$ cat config.mk
export PLATFORM = sky130hd
export DESIGN_NAME = swr_sequencer
export DESIGN_NICKNAME = d
export VERILOG_FILES = /design/src/hw/swr_pkg.sv /design/src/hw/swr_sequencer.sv
export SDC_FILE = /design/constraint.sdc
export NUM_CORES = 1
export LEC_CHECK = 0
export CORE_MARGIN = 1.5
export CORE_UTILIZATION = 40
export CTS_CLUSTER_DIAMETER = 40
export DETAILED_ROUTE_END_ITERATION = 10
export DONT_BUFFER_PORTS = 1
export PLACE_DENSITY = 0.66
export SETUP_SLACK_MARGIN = 0.2
export SLEW_MARGIN = 40
export SYNTH_ARGS = -nofsm -noshare
export SYNTH_HDL_FRONTEND = slang
export SYNTH_SLANG_ARGS = --single-unit
$ cat constraint.sdc
create_clock -name ref_clk -period 6.2 [get_ports ref_clk]
set_input_delay 0.93 -clock ref_clk [delete_from_list [all_inputs] [get_ports ref_clk]]
set_output_delay 0.93 -clock ref_clk [all_outputs]
set_load 0.05 [all_outputs]
$ cat src/hw/swr_pkg.sv
package swr_pkg;
    // ****************************************
    // register map
    // ****************************************
    localparam int ADDR_W = 4;
    localparam int DATA_W = 32;
    localparam logic [3:0] DEVICE_CONTROL_REG_OFS = 4'h0;
    localparam logic [3:0] DEV_CFG_OFS = 4'h1;
    localparam logic [3:0] AUTO_MON_OFS = 4'h2;
    localparam logic [3:0] STATUS_OFS = 4'h3;
    localparam logic [3:0] SYS_FAULT_OFS = 4'h4;
    localparam logic [3:0] UV_FAULT_OFS = 4'h5;
    localparam logic [3:0] OV_FAULT_OFS = 4'h6;
    localparam logic [3:0] AUX_FAULT_OFS = 4'h7;
    localparam logic [3:0] DEV_FAULT_OFS = 4'h8;
    localparam logic [3:0] ADDR_OFS = 4'h9;
    localparam logic [3:0] SAMPLE_CMD_OFS = 4'hA;
    // device control bits
    localparam int PWR_DOWN_BIT = 0;
    localparam int SOFT_RST_BIT = 1;
    // device config bits
    localparam int ADDR_SEL_BIT = 0;
    localparam int REG_DIS_BIT = 1;
    // status bits
    localparam int INIT_BIT = 0;
    localparam int UART_RDY_BIT = 1;
    localparam int LINK_RDY_BIT = 2;
    localparam int AWAKE_BIT = 3;
    // device fault bits
    localparam int REF_FLT_BIT = 0;
    localparam int REF_GND_FLT_BIT = 1;
    localparam int FLT_W = 16;
    localparam int AM_W = 4;
    localparam int ADR_W = 5;
    // ****************************************
    // timing
    // ****************************************
    localparam int CLK_MHZ = 200;
    localparam int NVM_WAIT_NS = 10000;
    localparam int NVM_WAIT_CYC = (NVM_WAIT_NS * CLK_MHZ + 999) / 1000;
    localparam int TONE_CYC_DEF = 64;
    localparam int QUAL_PULSES_DEF = 4;
    localparam int TONE_GAP_CYC = 16;
    localparam int CNT_W = 16;
    // nonvolatile defaults
    localparam logic [1:0] NV_CFG_DEF = 2'h0;
    localparam logic [3:0] NV_AM_DEF = 4'h0;
    localparam logic [4:0] NV_ADDR_DEF = 5'h00;

    typedef enum {
        ST_SHUT, ST_NVM_WAIT, ST_LOAD, ST_ADDR, ST_TEMP, ST_CLEAR, ST_RUN
    } swr_state_t;
endpackage

$ cat src/hw/swr_sequencer.sv
`timescale 1ns/1ps
module swr_sequencer #(
    parameter int TONE_CYC = swr_pkg::TONE_CYC_DEF,
    parameter int QUAL_PULSES = swr_pkg::QUAL_PULSES_DEF
) (
    input wire logic ref_clk,
    input wire logic rst,
    input wire logic supplyGood,
    input wire logic wakePin,
    input wire logic southTonePulse,
    input wire logic analogSupplyFault,
    input wire logic [swr_pkg::ADR_W-1:0] gpioAddr,
    input wire logic tempDone,
    input wire logic sampleDone,
    input wire logic [swr_pkg::FLT_W-1:0] uvResult,
    input wire logic [swr_pkg::FLT_W-1:0] ovResult,
    input wire logic [swr_pkg::FLT_W-1:0] auxResult,
    input wire logic [1:0] refResult,
    input wire logic [swr_pkg::ADDR_W-1:0] regAddr,
    input wire logic [swr_pkg::DATA_W-1:0] regWdata,
    input wire logic regWrite,
    input wire logic regRead,
    output logic [swr_pkg::DATA_W-1:0] regRdata,
    output logic northTone,
    output logic southTxEn,
    output logic uartEnable,
    output logic linkEnable,
    output logic tempSampleReq,
    output logic sampleReq,
    output logic analogFaultEn,
    output logic regulatorOn,
    output logic awake
);
    import swr_pkg::*;

    // ****************************************
    // state
    // ****************************************
    typedef struct packed {
        swr_state_t st;
        logic [CNT_W-1:0] cnt;
        logic [CNT_W-1:0] toneCnt;
        logic tone;
        logic toneDone;
        logic [7:0] pulseCnt;
        logic [7:0] gapCnt;
        logic [2:0] wakeSync;
        logic wakeLvl;
        logic [2:0] toneSync;
        logic toneLvl;
        logic [2:0] supSync;
        logic [2:0] vmSync;
        logic vmLvl;
        logic [1:0] cfg;
        logic [AM_W-1:0] amPer;
        logic [ADR_W-1:0] addr;
        logic init;
        logic uartOn;
        logic linkOn;
        logic fltEn;
        logic resetFlt;
        logic regOn;
        logic tempReq;
        logic smpReq;
        logic [FLT_W-1:0] uv;
        logic [FLT_W-1:0] ov;
        logic [FLT_W-1:0] aux;
        logic [1:0] refF;
        logic [DATA_W-1:0] rdata;
    } swr_regs_t;

    swr_regs_t s_reg;
    swr_regs_t s_next;
    logic wakeHigh;
    logic toneHigh;
    logic supOk;
    logic vmFault;
    logic toneRise;
    logic qualTone;
    logic wr;
    logic runOpen;
    logic restart;

    always_comb begin
        // three-stage sync: change counts when stages two and three agree; supply ok only while both stages are high
        wakeHigh = (s_reg.wakeSync[1] == s_reg.wakeSync[2]) ? s_reg.wakeSync[2] : s_reg.wakeLvl;
        toneHigh = (s_reg.toneSync[1] == s_reg.toneSync[2]) ? s_reg.toneSync[2] : s_reg.toneLvl;
        supOk = s_reg.supSync[1] & s_reg.supSync[2];
        vmFault = (s_reg.vmSync[1] == s_reg.vmSync[2]) ? s_reg.vmSync[2] : s_reg.vmLvl;
        toneRise = toneHigh & ~s_reg.toneLvl;
        runOpen = s_reg.gapCnt != 8'(TONE_GAP_CYC);
        qualTone = toneRise && runOpen && (s_reg.pulseCnt == 8'(QUAL_PULSES - 1));
        wr = regWrite;
        // power-down with the wake pin still high cycles straight back up
        restart = (s_reg.st == ST_SHUT && supOk && (wakeHigh || toneHigh))
            || (s_reg.st != ST_SHUT && qualTone)
            || (s_reg.st != ST_SHUT && wr && regAddr == DEVICE_CONTROL_REG_OFS && regWdata[SOFT_RST_BIT])
            || (s_reg.st != ST_SHUT && wr && regAddr == DEVICE_CONTROL_REG_OFS && regWdata[PWR_DOWN_BIT] && wakeHigh);
        s_next = s_reg;
        s_next.wakeSync = {s_reg.wakeSync[1:0], wakePin};
        s_next.toneSync = {s_reg.toneSync[1:0], southTonePulse};
        s_next.supSync = {s_reg.supSync[1:0], supplyGood};
        s_next.vmSync = {s_reg.vmSync[1:0], analogSupplyFault};
        s_next.wakeLvl = wakeHigh;
        s_next.toneLvl = toneHigh;
        s_next.vmLvl = vmFault;
        s_next.tempReq = 1'b0;
        s_next.smpReq = 1'b0;
        s_next.rdata = '0;

        // ****************************************
        // received tone qualification
        // ****************************************
        // pulse run resets when the tone gap grows, so stray spikes never add up
        if (toneRise) begin
            s_next.gapCnt = 8'h00;
            s_next.pulseCnt = qualTone ? 8'h00 : (runOpen ? s_reg.pulseCnt + 8'h01 : 8'h01);
        end else if (runOpen) begin
            s_next.gapCnt = s_reg.gapCnt + 8'h01;
        end

        // north tone timer
        if (s_reg.tone) begin
            if (s_reg.toneCnt == CNT_W'(TONE_CYC - 1)) begin
                s_next.tone = 1'b0;
                s_next.toneDone = 1'b1;
            end else begin
                s_next.toneCnt = s_reg.toneCnt + 1'b1;
            end
        end

        // ****************************************
        // sequencer
        // ****************************************
        unique case (s_reg.st)
            ST_SHUT: begin
                s_next.pulseCnt = '0;
                if (supOk && (wakeHigh || toneHigh)) begin
                    s_next.st = ST_NVM_WAIT;
                end
            end
            ST_NVM_WAIT: begin
                if (s_reg.cnt == CNT_W'(NVM_WAIT_CYC - 1)) begin
                    s_next.cnt = '0;
                    s_next.st = ST_LOAD;
                end else begin
                    s_next.cnt = s_reg.cnt + 1'b1;
                end
            end
            ST_LOAD: begin
                s_next.cfg = NV_CFG_DEF;
                s_next.amPer = NV_AM_DEF;
                s_next.addr = NV_ADDR_DEF;
                s_next.st = ST_ADDR;
            end
            ST_ADDR: begin
                if (!s_reg.cfg[ADDR_SEL_BIT]) begin
                    s_next.addr = gpioAddr;
                end
                s_next.tempReq = 1'b1;
                s_next.st = ST_TEMP;
            end
            ST_TEMP: begin
                if (tempDone) begin
                    s_next.st = ST_CLEAR;
                end
            end
            ST_CLEAR: begin
                s_next.uv = '0;
                s_next.ov = '0;
                s_next.aux = '0;
                s_next.refF = '0;
                s_next.uartOn = 1'b1;
                s_next.st = ST_RUN;
            end
            ST_RUN: begin
            end
        endcase

        // analog fault init runs beside the main walk
        // only after uart opens, so the reloaded auto period decides the first sample
        if (s_reg.st == ST_RUN && s_reg.init && (!vmFault)) begin
            s_next.init = 1'b0;
            s_next.fltEn = 1'b1;
            s_next.smpReq = (s_reg.amPer != '0);
        end
        if (s_reg.toneDone && s_reg.st != ST_SHUT) begin
            s_next.linkOn = 1'b1;
        end
        if (s_reg.regOn && !s_reg.resetFlt && s_reg.cfg[REG_DIS_BIT] && s_reg.st == ST_RUN) begin
            s_next.regOn = 1'b0;
        end

        // ****************************************
        // fault capture on sample
        // ****************************************
        if (sampleDone && s_reg.fltEn) begin
            s_next.uv = uvResult;
            s_next.ov = ovResult;
            s_next.aux = auxResult;
            s_next.refF = refResult;
        end

        // ****************************************
        // register port
        // ****************************************
        if (wr) begin
            unique case (regAddr)
                DEVICE_CONTROL_REG_OFS: ;
                DEV_CFG_OFS: s_next.cfg = regWdata[1:0];
                AUTO_MON_OFS: s_next.amPer = regWdata[AM_W-1:0];
                STATUS_OFS: begin
                    if (regWdata[INIT_BIT] && s_reg.init && s_reg.st == ST_RUN) begin
                        s_next.init = 1'b0;
                        s_next.fltEn = 1'b1;
                        s_next.smpReq = (s_reg.amPer != '0);
                    end
                end
                SYS_FAULT_OFS: begin
                    if (regWdata[0]) begin
                        s_next.resetFlt = 1'b0;
                    end
                end
                SAMPLE_CMD_OFS: s_next.smpReq = regWdata[0] & s_reg.fltEn;
                default: ;
            endcase
        end
        if (regRead) begin
            unique case (regAddr)
                DEV_CFG_OFS: s_next.rdata = DATA_W'(s_reg.cfg);
                AUTO_MON_OFS: s_next.rdata = DATA_W'(s_reg.amPer);
                STATUS_OFS: s_next.rdata = DATA_W'({s_reg.st != ST_SHUT, s_reg.linkOn, s_reg.uartOn, s_reg.init});
                SYS_FAULT_OFS: s_next.rdata = DATA_W'(s_reg.resetFlt);
                UV_FAULT_OFS: s_next.rdata = DATA_W'(s_reg.uv);
                OV_FAULT_OFS: s_next.rdata = DATA_W'(s_reg.ov);
                AUX_FAULT_OFS: s_next.rdata = DATA_W'(s_reg.aux);
                DEV_FAULT_OFS: s_next.rdata = DATA_W'(s_reg.refF);
                ADDR_OFS: s_next.rdata = DATA_W'(s_reg.addr);
                default: s_next.rdata = '0;
            endcase
        end

        // ****************************************
        // restart and shutdown
        // ****************************************
        // any restart path funnels through one reset of the walk
        if (restart) begin
            s_next.st = ST_NVM_WAIT;
            s_next.cnt = '0;
            s_next.tone = 1'b1;
            s_next.toneCnt = '0;
            s_next.toneDone = 1'b0;
            s_next.pulseCnt = '0;
            s_next.init = 1'b1;
            s_next.uartOn = 1'b0;
            s_next.linkOn = 1'b0;
            s_next.fltEn = 1'b0;
            s_next.resetFlt = 1'b1;
            s_next.regOn = 1'b1;
            s_next.uv = '0;
            s_next.ov = '0;
            s_next.aux = '0;
            s_next.refF = '0;
        end else if (s_reg.st != ST_SHUT && wr && regAddr == DEVICE_CONTROL_REG_OFS
                     && regWdata[PWR_DOWN_BIT] && !wakeHigh) begin
            s_next.st = ST_SHUT;
            s_next.tone = 1'b0;
            s_next.uartOn = 1'b0;
            s_next.linkOn = 1'b0;
            s_next.fltEn = 1'b0;
            s_next.regOn = 1'b0;
        end
    end

    always_ff @(posedge ref_clk or posedge rst) begin
        if (rst) begin
            s_reg <= '0;
            s_reg.st <= ST_SHUT;
        end else begin
            s_reg <= s_next;
        end
    end

    assign regRdata = s_reg.rdata;
    assign northTone = s_reg.tone;
    assign southTxEn = s_reg.linkOn;
    assign uartEnable = s_reg.uartOn;
    assign linkEnable = s_reg.linkOn;
    assign tempSampleReq = s_reg.tempReq;
    assign sampleReq = s_reg.smpReq;
    assign analogFaultEn = s_reg.fltEn;
    assign regulatorOn = s_reg.regOn;
    assign awake = s_reg.st != ST_SHUT;

    // ****************************************
    // check helpers
    // ****************************************
    // wait length counted apart from the sequencer's own counter
    logic [CNT_W-1:0] nvmAge_reg;
    always_ff @(posedge ref_clk or posedge rst) begin
        if (rst) begin
            nvmAge_reg <= '0;
        end else if (s_reg.st == ST_NVM_WAIT && !restart) begin
            nvmAge_reg <= nvmAge_reg + 1'b1;
        end else begin
            nvmAge_reg <= '0;
        end
    end
endmodule

==> results.yml, run 1 <==
critical_path:
  crit_path_start_kind: "register"
  crit_start: "s_reg[168]"
  crit_path_end_kind: "register"
  worstPathArrival_ns: 3.02
  reg2reg_from: "s_reg[168]"
  worstPathRequired_ns: 6.50
  path_class: "register to register"
  critical_path.max_fanout: 50
min_path:
  hold_start: "s_next[110]"
  hold_path_class: "register to register"
logic_synthesis:
  synth_compound_area_frac: 0.175
  syn_area_sq_mm: 0.00737
  synth_seq_area_share: 0.520
  yosys.cell_types.count: 69
  synth-edff-count: 0
  synth.area.mux_share: 0.0251
  syn_avg_cell_area_sq_um: 10.4
  synthFlopType: "dfrtp_1"
  synth_xor_area_frac: 0.0250
  ys_seq_elements: 153
  ys_top_cells_by_area: "dfrtp_1 (52%), a22o_1 (6.5%), buf_4 (3.4%), nor2_1 (3.3%), nand3_1 (3.0%)"
  syn_inst: 705
  synth.top_cell.area_share: 0.520
  yosys_warnings: 0
  synthSimpleGateAreaFrac: 0.174
  synthAdderAreaFrac: 0.0126
  synth_area_leader_cell: "dfrtp_1"
  synth_top_family_by_area: "compound AO/OA/AOI/OAI gates"
  synthArstFlopShare: 1.00
pwr:
  power.ir.vdd_worst_mv: 0.261
  p_per_area_mw_per_mm2: 435
  share_comb_of_total_power: 0.206
  power.total_mw: 3.47
  switchingPower_mw: 1.13
  p_leak_nw: 3.47
  clkPwrFrac: 0.324
  sw_frac_of_total: 0.326
  p_int_mw: 2.34
  pwr-share-seq: 0.470
finish:
  final_area_sq_mm: 0.00797
  post-route-util: 0.442
  drive_above_1_share: 0.0905
  nets: 779
  stdcell_count: 915
  area_growth_pct: 8.24
  largest_register_ff_count: 122
grt:
  grt.overflow.total: 0
  antenna_found_initial: 1
  grt_pass1_wl_microns: 28300
  grt_max_degree: 86
  grt_pass1_vias: 5197
  grt_usage: 0.186
floorplan:
  rows: 49
  die-height_microns: 139
  num_io_pins: 142
  start_util: 0.409
  core_sq_mm: 0.0180
  die_w_microns: 139
  dieArea_sq_mm: 0.0192
clock_network:
  post_cts_buffers: 0
  numClockSinks: 153
  cts_buffers: 17
  cts_tree: "built"
  clk_pin_slew_ns: 0.06
  cts_resized: 0
  htreeDepth: 4
  hold_buffers: 0
  root_buffer: "clkbuf_16"
  cts_buffer_depth: 2
  clk_latency_ns: 0.42
route:
  viasPerCell: 5.82
  num_vias: 5322
  drc_errors: 0
  wl_per_cell_microns: 19.0
  drt-initial-drc-count: 469
  drt_first_pass_iters: 7
  ant_nets: 0
  routed_wl_microns: 17400
outcome:
  status: "complete, no violations"
placed_design:
  placed_cells: 883
  place_congestion: 0.857
  hpwl_microns: 12000
  dpl_worst_slack_ns: 3.37
  port-buffer-count: 0
  dpl_cell_area_sq_mm: 0.00731
sta:
  setup_ws_ns: 3.48
  hold_ws_ns: 0.351
  setup_viol: 0
  period_share: 0.438
  rsz0062_at_grt: "false"
  fin_crit_ns: 2.72
  clock.fmax_mhz: 368
  tns_ns: 0
  final-max-slew-violation-count: 0
  slew_headroom: 0.533
  hold_viol: 0
  finalClockSkew_ns: 0.0104
  worstMarginPinSlew_ns: 0.700
job:
  drv_cap: 0
## final timing paths
| check | end | slack, ns | depth (start not counted) |
|---|---|---|---|
| worst max-delay path | s_reg[48] | 3.48 | 6 |
| worst min-delay path | s_next[111] | 0.35 | 0 |
| worst max register to register | s_reg[48] | 3.48 | 6 |
| worst min register to register | s_next[111] | 0.35 | 0 |
| max in group asynchronous | linkEnable | 4.75 | 2 |
| min in group asynchronous | s_reg[81] | 0.42 | 1 |
## layout make-up
class	instances	area, sq um
repair buffers	4	33.8
clock buffers	20	447
flip-flops and latches	153	3830
diodes	1	2.50
well taps	229	287
fillers	1672	10100
clock inverters	11	194
inverters	13	56.3
multi-input cells	484	3120
## synthesized netlist by cell type, types with 14 or more instances
| master | instances |
|---|---|
| nand2_1 | 43 |
| nor3_1 | 14 |
| clkbuf_1 | 19 |
| xor2_1 | 14 |
| a22oi_1 | 17 |
| buf_4 | 33 |
| a22o_1 | 55 |
| a21oi_1 | 19 |
| nand3_1 | 44 |
| dfrtp_1 | 153 |
| o21ai_0 | 29 |
| nor2_1 | 65 |
## logic make-up (layout without fill, tap and decap cells)
| kind of cell | after synthesis | after routing |
|---|---|---|
| AOI/OAI and AO/OA | 173 | 173 |
| adders and majority gates | 8 | 8 |
| other | 1 | 17 |
| DFF | 153 | 153 |
| buffers and inverters | 83 | 48 |
| xor gates and xnor gates | 21 | 21 |
| muxes | 17 | 17 |
| and+or+nand+nor | 249 | 249 |
## worst max-delay path, cell delays in order, from the launching register on
cell	delay [ns]
dfrtp_1	0.55
nor3_4	0.47
inv_2	0.30
a311oi_2	0.27
o21ba_1	0.32
o2111a_4	0.40
a22o_1	0.26
## layout by cell type, fill, tap and decap left out, drive strengths merged, types with 12 or more instances in the layout
| cell type | synthesis | final |
|---|---|---|
| nand2 | 43 | 43 |
| conb | 1 | 16 |
| inv | 13 | 14 |
| a21oi | 19 | 19 |
| dfrtp | 153 | 153 |
| a22o | 55 | 55 |
| a22oi | 17 | 17 |
| xor2 | 14 | 14 |
| nand3 | 44 | 44 |
| o21ai | 32 | 32 |
| nor3 | 15 | 15 |
| clkbuf | 20 | 20 |
| mux2 | 12 | 12 |
| nor2 | 65 | 65 |
## layer usage
layer | global-route usage | share of wire | wire, microns
met2 | 0.292 | 0.47 | 8170
met5 | 0 | 0 | 0
met1 | 0.244 | 0.44 | 7710
met4 | 0.0729 | 0.019 | 329
met3 | 0.0556 | 0.070 | 1210
## power groups by stage
stage	sequential (mW)	clock (mW)	combinational [mW]
after detailed placement	1.64	0	0.710
after CTS	1.63	1.14	0.720
after global routing	1.67	1.19	0.806
after global placement	1.62	0	0.682
final	1.63	1.12	0.715
after floorplan	1.50	0	0.692
Note: power is estimated with default switching activity, not from simulation.
==> inputs of run 2 (changes only) <==
PLACE_DENSITY = 0.68   (was 0.66)
clock period = 2.2 ns   (was 6.2 ns; I/O delays follow)
==> run 2 against run 1 <==
Compared with the run above:
- the flow now finishes with violations (negative setup slack)
- register-to-register slack worse by 3.5 ns
- die area is the same
- final cell count up 9.1%
- non-clock buffer count rose by 79
- worst hold slack lost 0.32 ns
- clock power rose to 2.6 times the previous value
- combinational power grew to 4.6 times the previous value
- worst setup slack got worse by 3.5 ns
- critical endpoint is now s_reg[164]
- largest cell class unchanged
==> results.yml, run 2 (synthesis results as in run 1) <==
pwr:
  sw_frac_of_total: 0.343
  p_leak_nw: 3.95
  p_per_area_mw_per_mm2: 1180
  power.ir.vdd_worst_mv: 1.06
  share_comb_of_total_power: 0.308
  switchingPower_mw: 3.65
  p_int_mw: 6.99
  clkPwrFrac: 0.273
  pwr-share-seq: 0.419
clock_network:
  htreeDepth: 4
  root_buffer: "clkbuf_16"
  cts_tree: "built"
  cts_buffers: 17
  clk_pin_slew_ns: 0.06
  numClockSinks: 153
  clk_latency_ns: 0.43
  cts_buffer_depth: 2
critical_path:
  crit_path_start_kind: "register"
  critical_path.max_fanout: 8
  worstPathArrival_ns: 2.53
  crit_path_end_kind: "register"
  worstPathRequired_ns: 2.50
  path_class: "register to register"
grt:
  grt_usage: 0.207
  antenna_found_initial: 2
  grt_pass1_wl_microns: 30900
  grt_max_degree: 80
  grt_pass1_vias: 5557
  grt.overflow.total: 0
finish:
  final_cell_mix: "dfrtp_1 (151), nor2_1 (55), a22o_1 (55), nand3_1 (44)"
  largest_register_ff_count: 122
  layout_commonest_cell: "dfrtp_1"
  area_growth_pct: 22.9
  multi_input_area_sq_mm: 0.00336
  drive_above_1_share: 0.228
  final_area_sq_mm: 0.00905
  stdcell_count: 998
  n_fill_cell: 1600
  nets: 861
  seqCellArea_sq_mm: 0.00383
sta:
  hold_ws_ns: 0.0283
  slew_headroom: 0.609
  period_share: 1.01
  fin_crit_ns: 2.22
  worstMarginPinSlew_ns: 0.586
  rsz0062_at_grt: "true"
  clock.fmax_mhz: 450
  setup_viol: 9
  tns_ns: -0.127
  finalClockSkew_ns: 0.00917
  final-max-slew-violation-count: 0
  hold_viol: 0
  setup_ws_ns: -0.0215
floorplan:
  start_util: 0.409
  dieArea_sq_mm: 0.0192
  die-height_microns: 139
  die_w_microns: 139
  num_io_pins: 142
  rows: 49
  core_sq_mm: 0.0180
placed_design:
  hpwl_microns: 11800
  port-buffer-count: 0
  dpl_cell_area_sq_mm: 0.00765
  place_congestion: 0.840
  dpl_worst_slack_ns: -0.0390
  placed_cells: 921
job:
  drv_cap: 0
outcome:
  violations: "negative setup slack"
  status: "finished, violations left"
route:
  drt_first_pass_iters: 5
  wl_per_cell_microns: 20.3
  ant_nets: 0
  viasPerCell: 5.81
  drt-initial-drc-count: 629
  drc_errors: 0
  routed_wl_microns: 20200
  num_vias: 5798
min_path:
  hold_path_class: "input port to register"
## run 2: power by group through the flow
stage	logic [mW]	registers, mW	clock network [mW]
finish	3.27	4.46	2.90
global route	3.54	4.55	3.07
CTS	2.81	4.42	2.94
detailed placement	2.36	4.42	0
global placement	2.30	4.40	0
floorplan	1.95	4.24	0
## run 2: stage by stage
step | total power [mW] | util
after floorplan | 6.19 | -
after global placement | 6.71 | 0.424
after detailed placement | 6.77 | 0.424
after CTS | 10.2 | 0.483
after global routing | 11.2 | 0.502
final | 10.6 | 0.502
## run 2: area by class of cell
| cell class | instances | share of cell area |
|---|---|---|
| clock buffer | 18 | 0.0485 |
| inverter | 13 | 0.00608 |
| multi-input combinational | 487 | 0.371 |
| clock inverter | 13 | 0.0162 |
| timing repair buffer | 83 | 0.102 |
| sequential | 153 | 0.423 |
| antenna | 2 | 0.000553 |
| tap | 229 | 0.0317 |
## run 2: what timing repair did
item                                    4_1_cts  5_1_grt
hold buffers                                  5        0
endpoints found under the hold margin       157        0
buffers inserted                             18       10
cloned                                        6        5
pin swaps                                    22       28
gates resized for setup                      38       43
endpoints found under the setup margin      100      101
## run 2: critical path, stage by stage (launching register included)
cell      delay, ns
dfrtp_1        0.38
inv_2          0.07
ha_4           0.15
nor4bb_4       0.15
a21o_4         0.23
or3_4          0.43
buf_6          0.14
o21ai_4        0.16
buf_12         0.14
buf_12         0.10
buf_16         0.12
a21oi_2        0.03
## run 2: routing by layer
metal  GRT usage  vias to the layer above  routed length, microns
met1       0.290                     2869                    9140
met4      0.0757                        2                     450
met5           0                        -                      10
met2       0.302                      233                    9160
met3      0.0680                       37                    1480
li1            -                     2657                       -
## run 2: final timing paths
kind	start	endpoint	slack (ns)	cells past startpoint
max in group asynchronous	rst	s_next[115]	1.29	3
min in group asynchronous	rst	s_reg[143]	0.54	3
setup / recovery	s_reg[116]	s_reg[164]	-0.02	11
setup reg to reg	s_reg[116]	s_reg[164]	-0.02	11
hold / removal	ovResult[12]	s_reg[62]	0.03	1
hold reg to reg	s_next[106]	s_next[107]	0.35	0
==> inputs of run 3 (changes only) <==
CORE_UTILIZATION = 45   (was 40)
PLACE_DENSITY = 0.74   (was 0.68)
==> run 3 against run 2 <==
Compared with the run above:
- the flow now finishes without violations
- final cell count fell by 1.2%
- clock-buffer cell count is 1 higher
- sequential share of layout area fell by 0.79 points
- worst setup slack gained 0.052 ns
- clock skew rose by 0.0053 ns
- maximum frequency increased by 2.4%
- highest routed layer is now met4
- largest cell class unchanged
- cell area is 2.0% higher
- worst hold slack lost 0.0066 ns
- power is 1.3% higher
- die area fell by 11%
==> results.yml, run 3 (synthesis results as in run 1) <==
floorplan:
  num_io_pins: 142
  core_sq_mm: 0.0159
  die_w_microns: 131
  dieArea_sq_mm: 0.0171
  start_util: 0.462
  rows: 46
  die-height_microns: 131
clock_network:
  htreeDepth: 4
  cts_buffer_depth: 2
  cts_tree: "built"
  clk_pin_slew_ns: 0.07
  numClockSinks: 153
  clk_latency_ns: 0.44
  cts_buffers: 17
  root_buffer: "clkbuf_16"
route:
  drt_first_pass_iters: 6
  ant_nets: 0
  drt-initial-drc-count: 711
  routed_wl_microns: 21500
  num_vias: 6182
  drc_errors: 0
  viasPerCell: 6.27
  wl_per_cell_microns: 21.8
finish:
  largest_register_ff_count: 122
  post-route-util: 0.579
  nets: 861
  drive_above_1_share: 0.260
  final_cell_mix: "dfrtp_1 (148), a22o_1 (55), nor2_1 (46), buf_4 (46), nand3_1 (41)"
  area_growth_pct: 25.3
  final_area_sq_mm: 0.00923
  layout_commonest_cell: "dfrtp_1"
  stdcell_count: 986
sta:
  final-max-slew-violation-count: 0
  rsz0062_at_grt: "true"
  setup_viol: 0
  slew_headroom: 0.604
  tns_ns: 0
  hold_ws_ns: 0.0218
  worstMarginPinSlew_ns: 0.594
  period_share: 0.986
  finalClockSkew_ns: 0.0145
  setup_ws_ns: 0.0308
  clock.fmax_mhz: 461
  hold_viol: 0
  fin_crit_ns: 2.17
placed_design:
  port-buffer-count: 0
  dpl_worst_slack_ns: -0.0489
  dpl_cell_area_sq_mm: 0.00760
  place_congestion: 0.899
  hpwl_microns: 12200
  placed_cells: 903
pwr:
  power.total_mw: 10.8
  p_per_area_mw_per_mm2: 1170
  power.ir.vdd_worst_mv: 0.820
  p_leak_nw: 3.95
critical_path:
  crit_path_start_kind: "register"
  worstPathRequired_ns: 2.51
  worstPathArrival_ns: 2.48
  crit_path_end_kind: "register"
  path_class: "register to register"
  critical_path.max_fanout: 25
grt:
  grt_pass1_vias: 5778
  grt_usage: 0.239
  grt_max_degree: 58
  antenna_found_initial: 2
  grt_pass1_wl_microns: 30700
  grt.overflow.total: 0
min_path:
  hold_path_class: "input port to register"
outcome:
  status: "complete, no violations"
job:
  drv_cap: 0
## run 3: cell types whose count changed in the layout (fill, tap and decap cells not counted), sizes merged
cell	before	now
or3	5	6
bufinv	2	3
clkinv	7	6
o2111a	4	8
buf	75	71
## run 3: routing by layer
| layer | global-route usage | wire length (microns) |
|---|---|---|
| met4 | 0.105 | 612 |
| met3 | 0.0831 | 2010 |
| met2 | 0.355 | 10200 |
| met5 | 0 | 0 |
| met1 | 0.317 | 8650 |
## run 3: worst paths after layout
kind / from / end / slack (ns) / cells after the start
setup / recovery: s_reg[116] / s_reg[54] / 0.03 / 9
hold / removal: regWdata[2] / s_reg[97] / 0.02 / 2
setup reg to reg: s_reg[116] / s_reg[54] / 0.03 / 9
hold reg to reg: s_next[106] / s_next[107] / 0.35 / 0
max in group asynchronous: rst / s_reg[37] / 1.11 / 3
min in group asynchronous: rst / s_reg[45] / 0.43 / 2
## run 3: critical path, stage by stage (launching register included)
cell and delay, ns:
dfrtp_1 0.36, inv_2 0.06, ha_4 0.15, nor4bb_4 0.15, a21o_4 0.25, o41ai_4 0.35
a221oi_4 0.11, buf_6 0.20, buf_16 0.17, a22o_1 0.24
## run 3: report_power, final
part | switching [mW] | total [mW] | internal (mW) | leakage (nW)
Sequential | 0.907 | 4.51 | 3.60 | 1.96
Clock | 1.22 | 3.01 | 1.80 | 0.288
Combinational | 1.66 | 3.26 | 1.60 | 1.70
Total | 3.78 | 10.8 | 7.00 | 3.95
## run 3: area by class of cell
type                    count  area [sq um]
fillers                  1262          6710
flip-flops and latches    153          3830
multi-input cells         492          3600
repair buffers             78           862
clock buffers              19           433
well taps                 216           270
clock inverters            13           171
inverters                  13          55.1
diodes                      2          5.00
## run 3: timing repair
item | 4_1_cts | 5_1_grt
endpoints found under the setup margin | 100 | 99
endpoints found under the hold margin | 23 | 0
pin swaps | 21 | 54
setup buffers | 12 | 17
cloned | 11 | 4
hold buffers | 5 | 0
resized for setup | 36 | 83
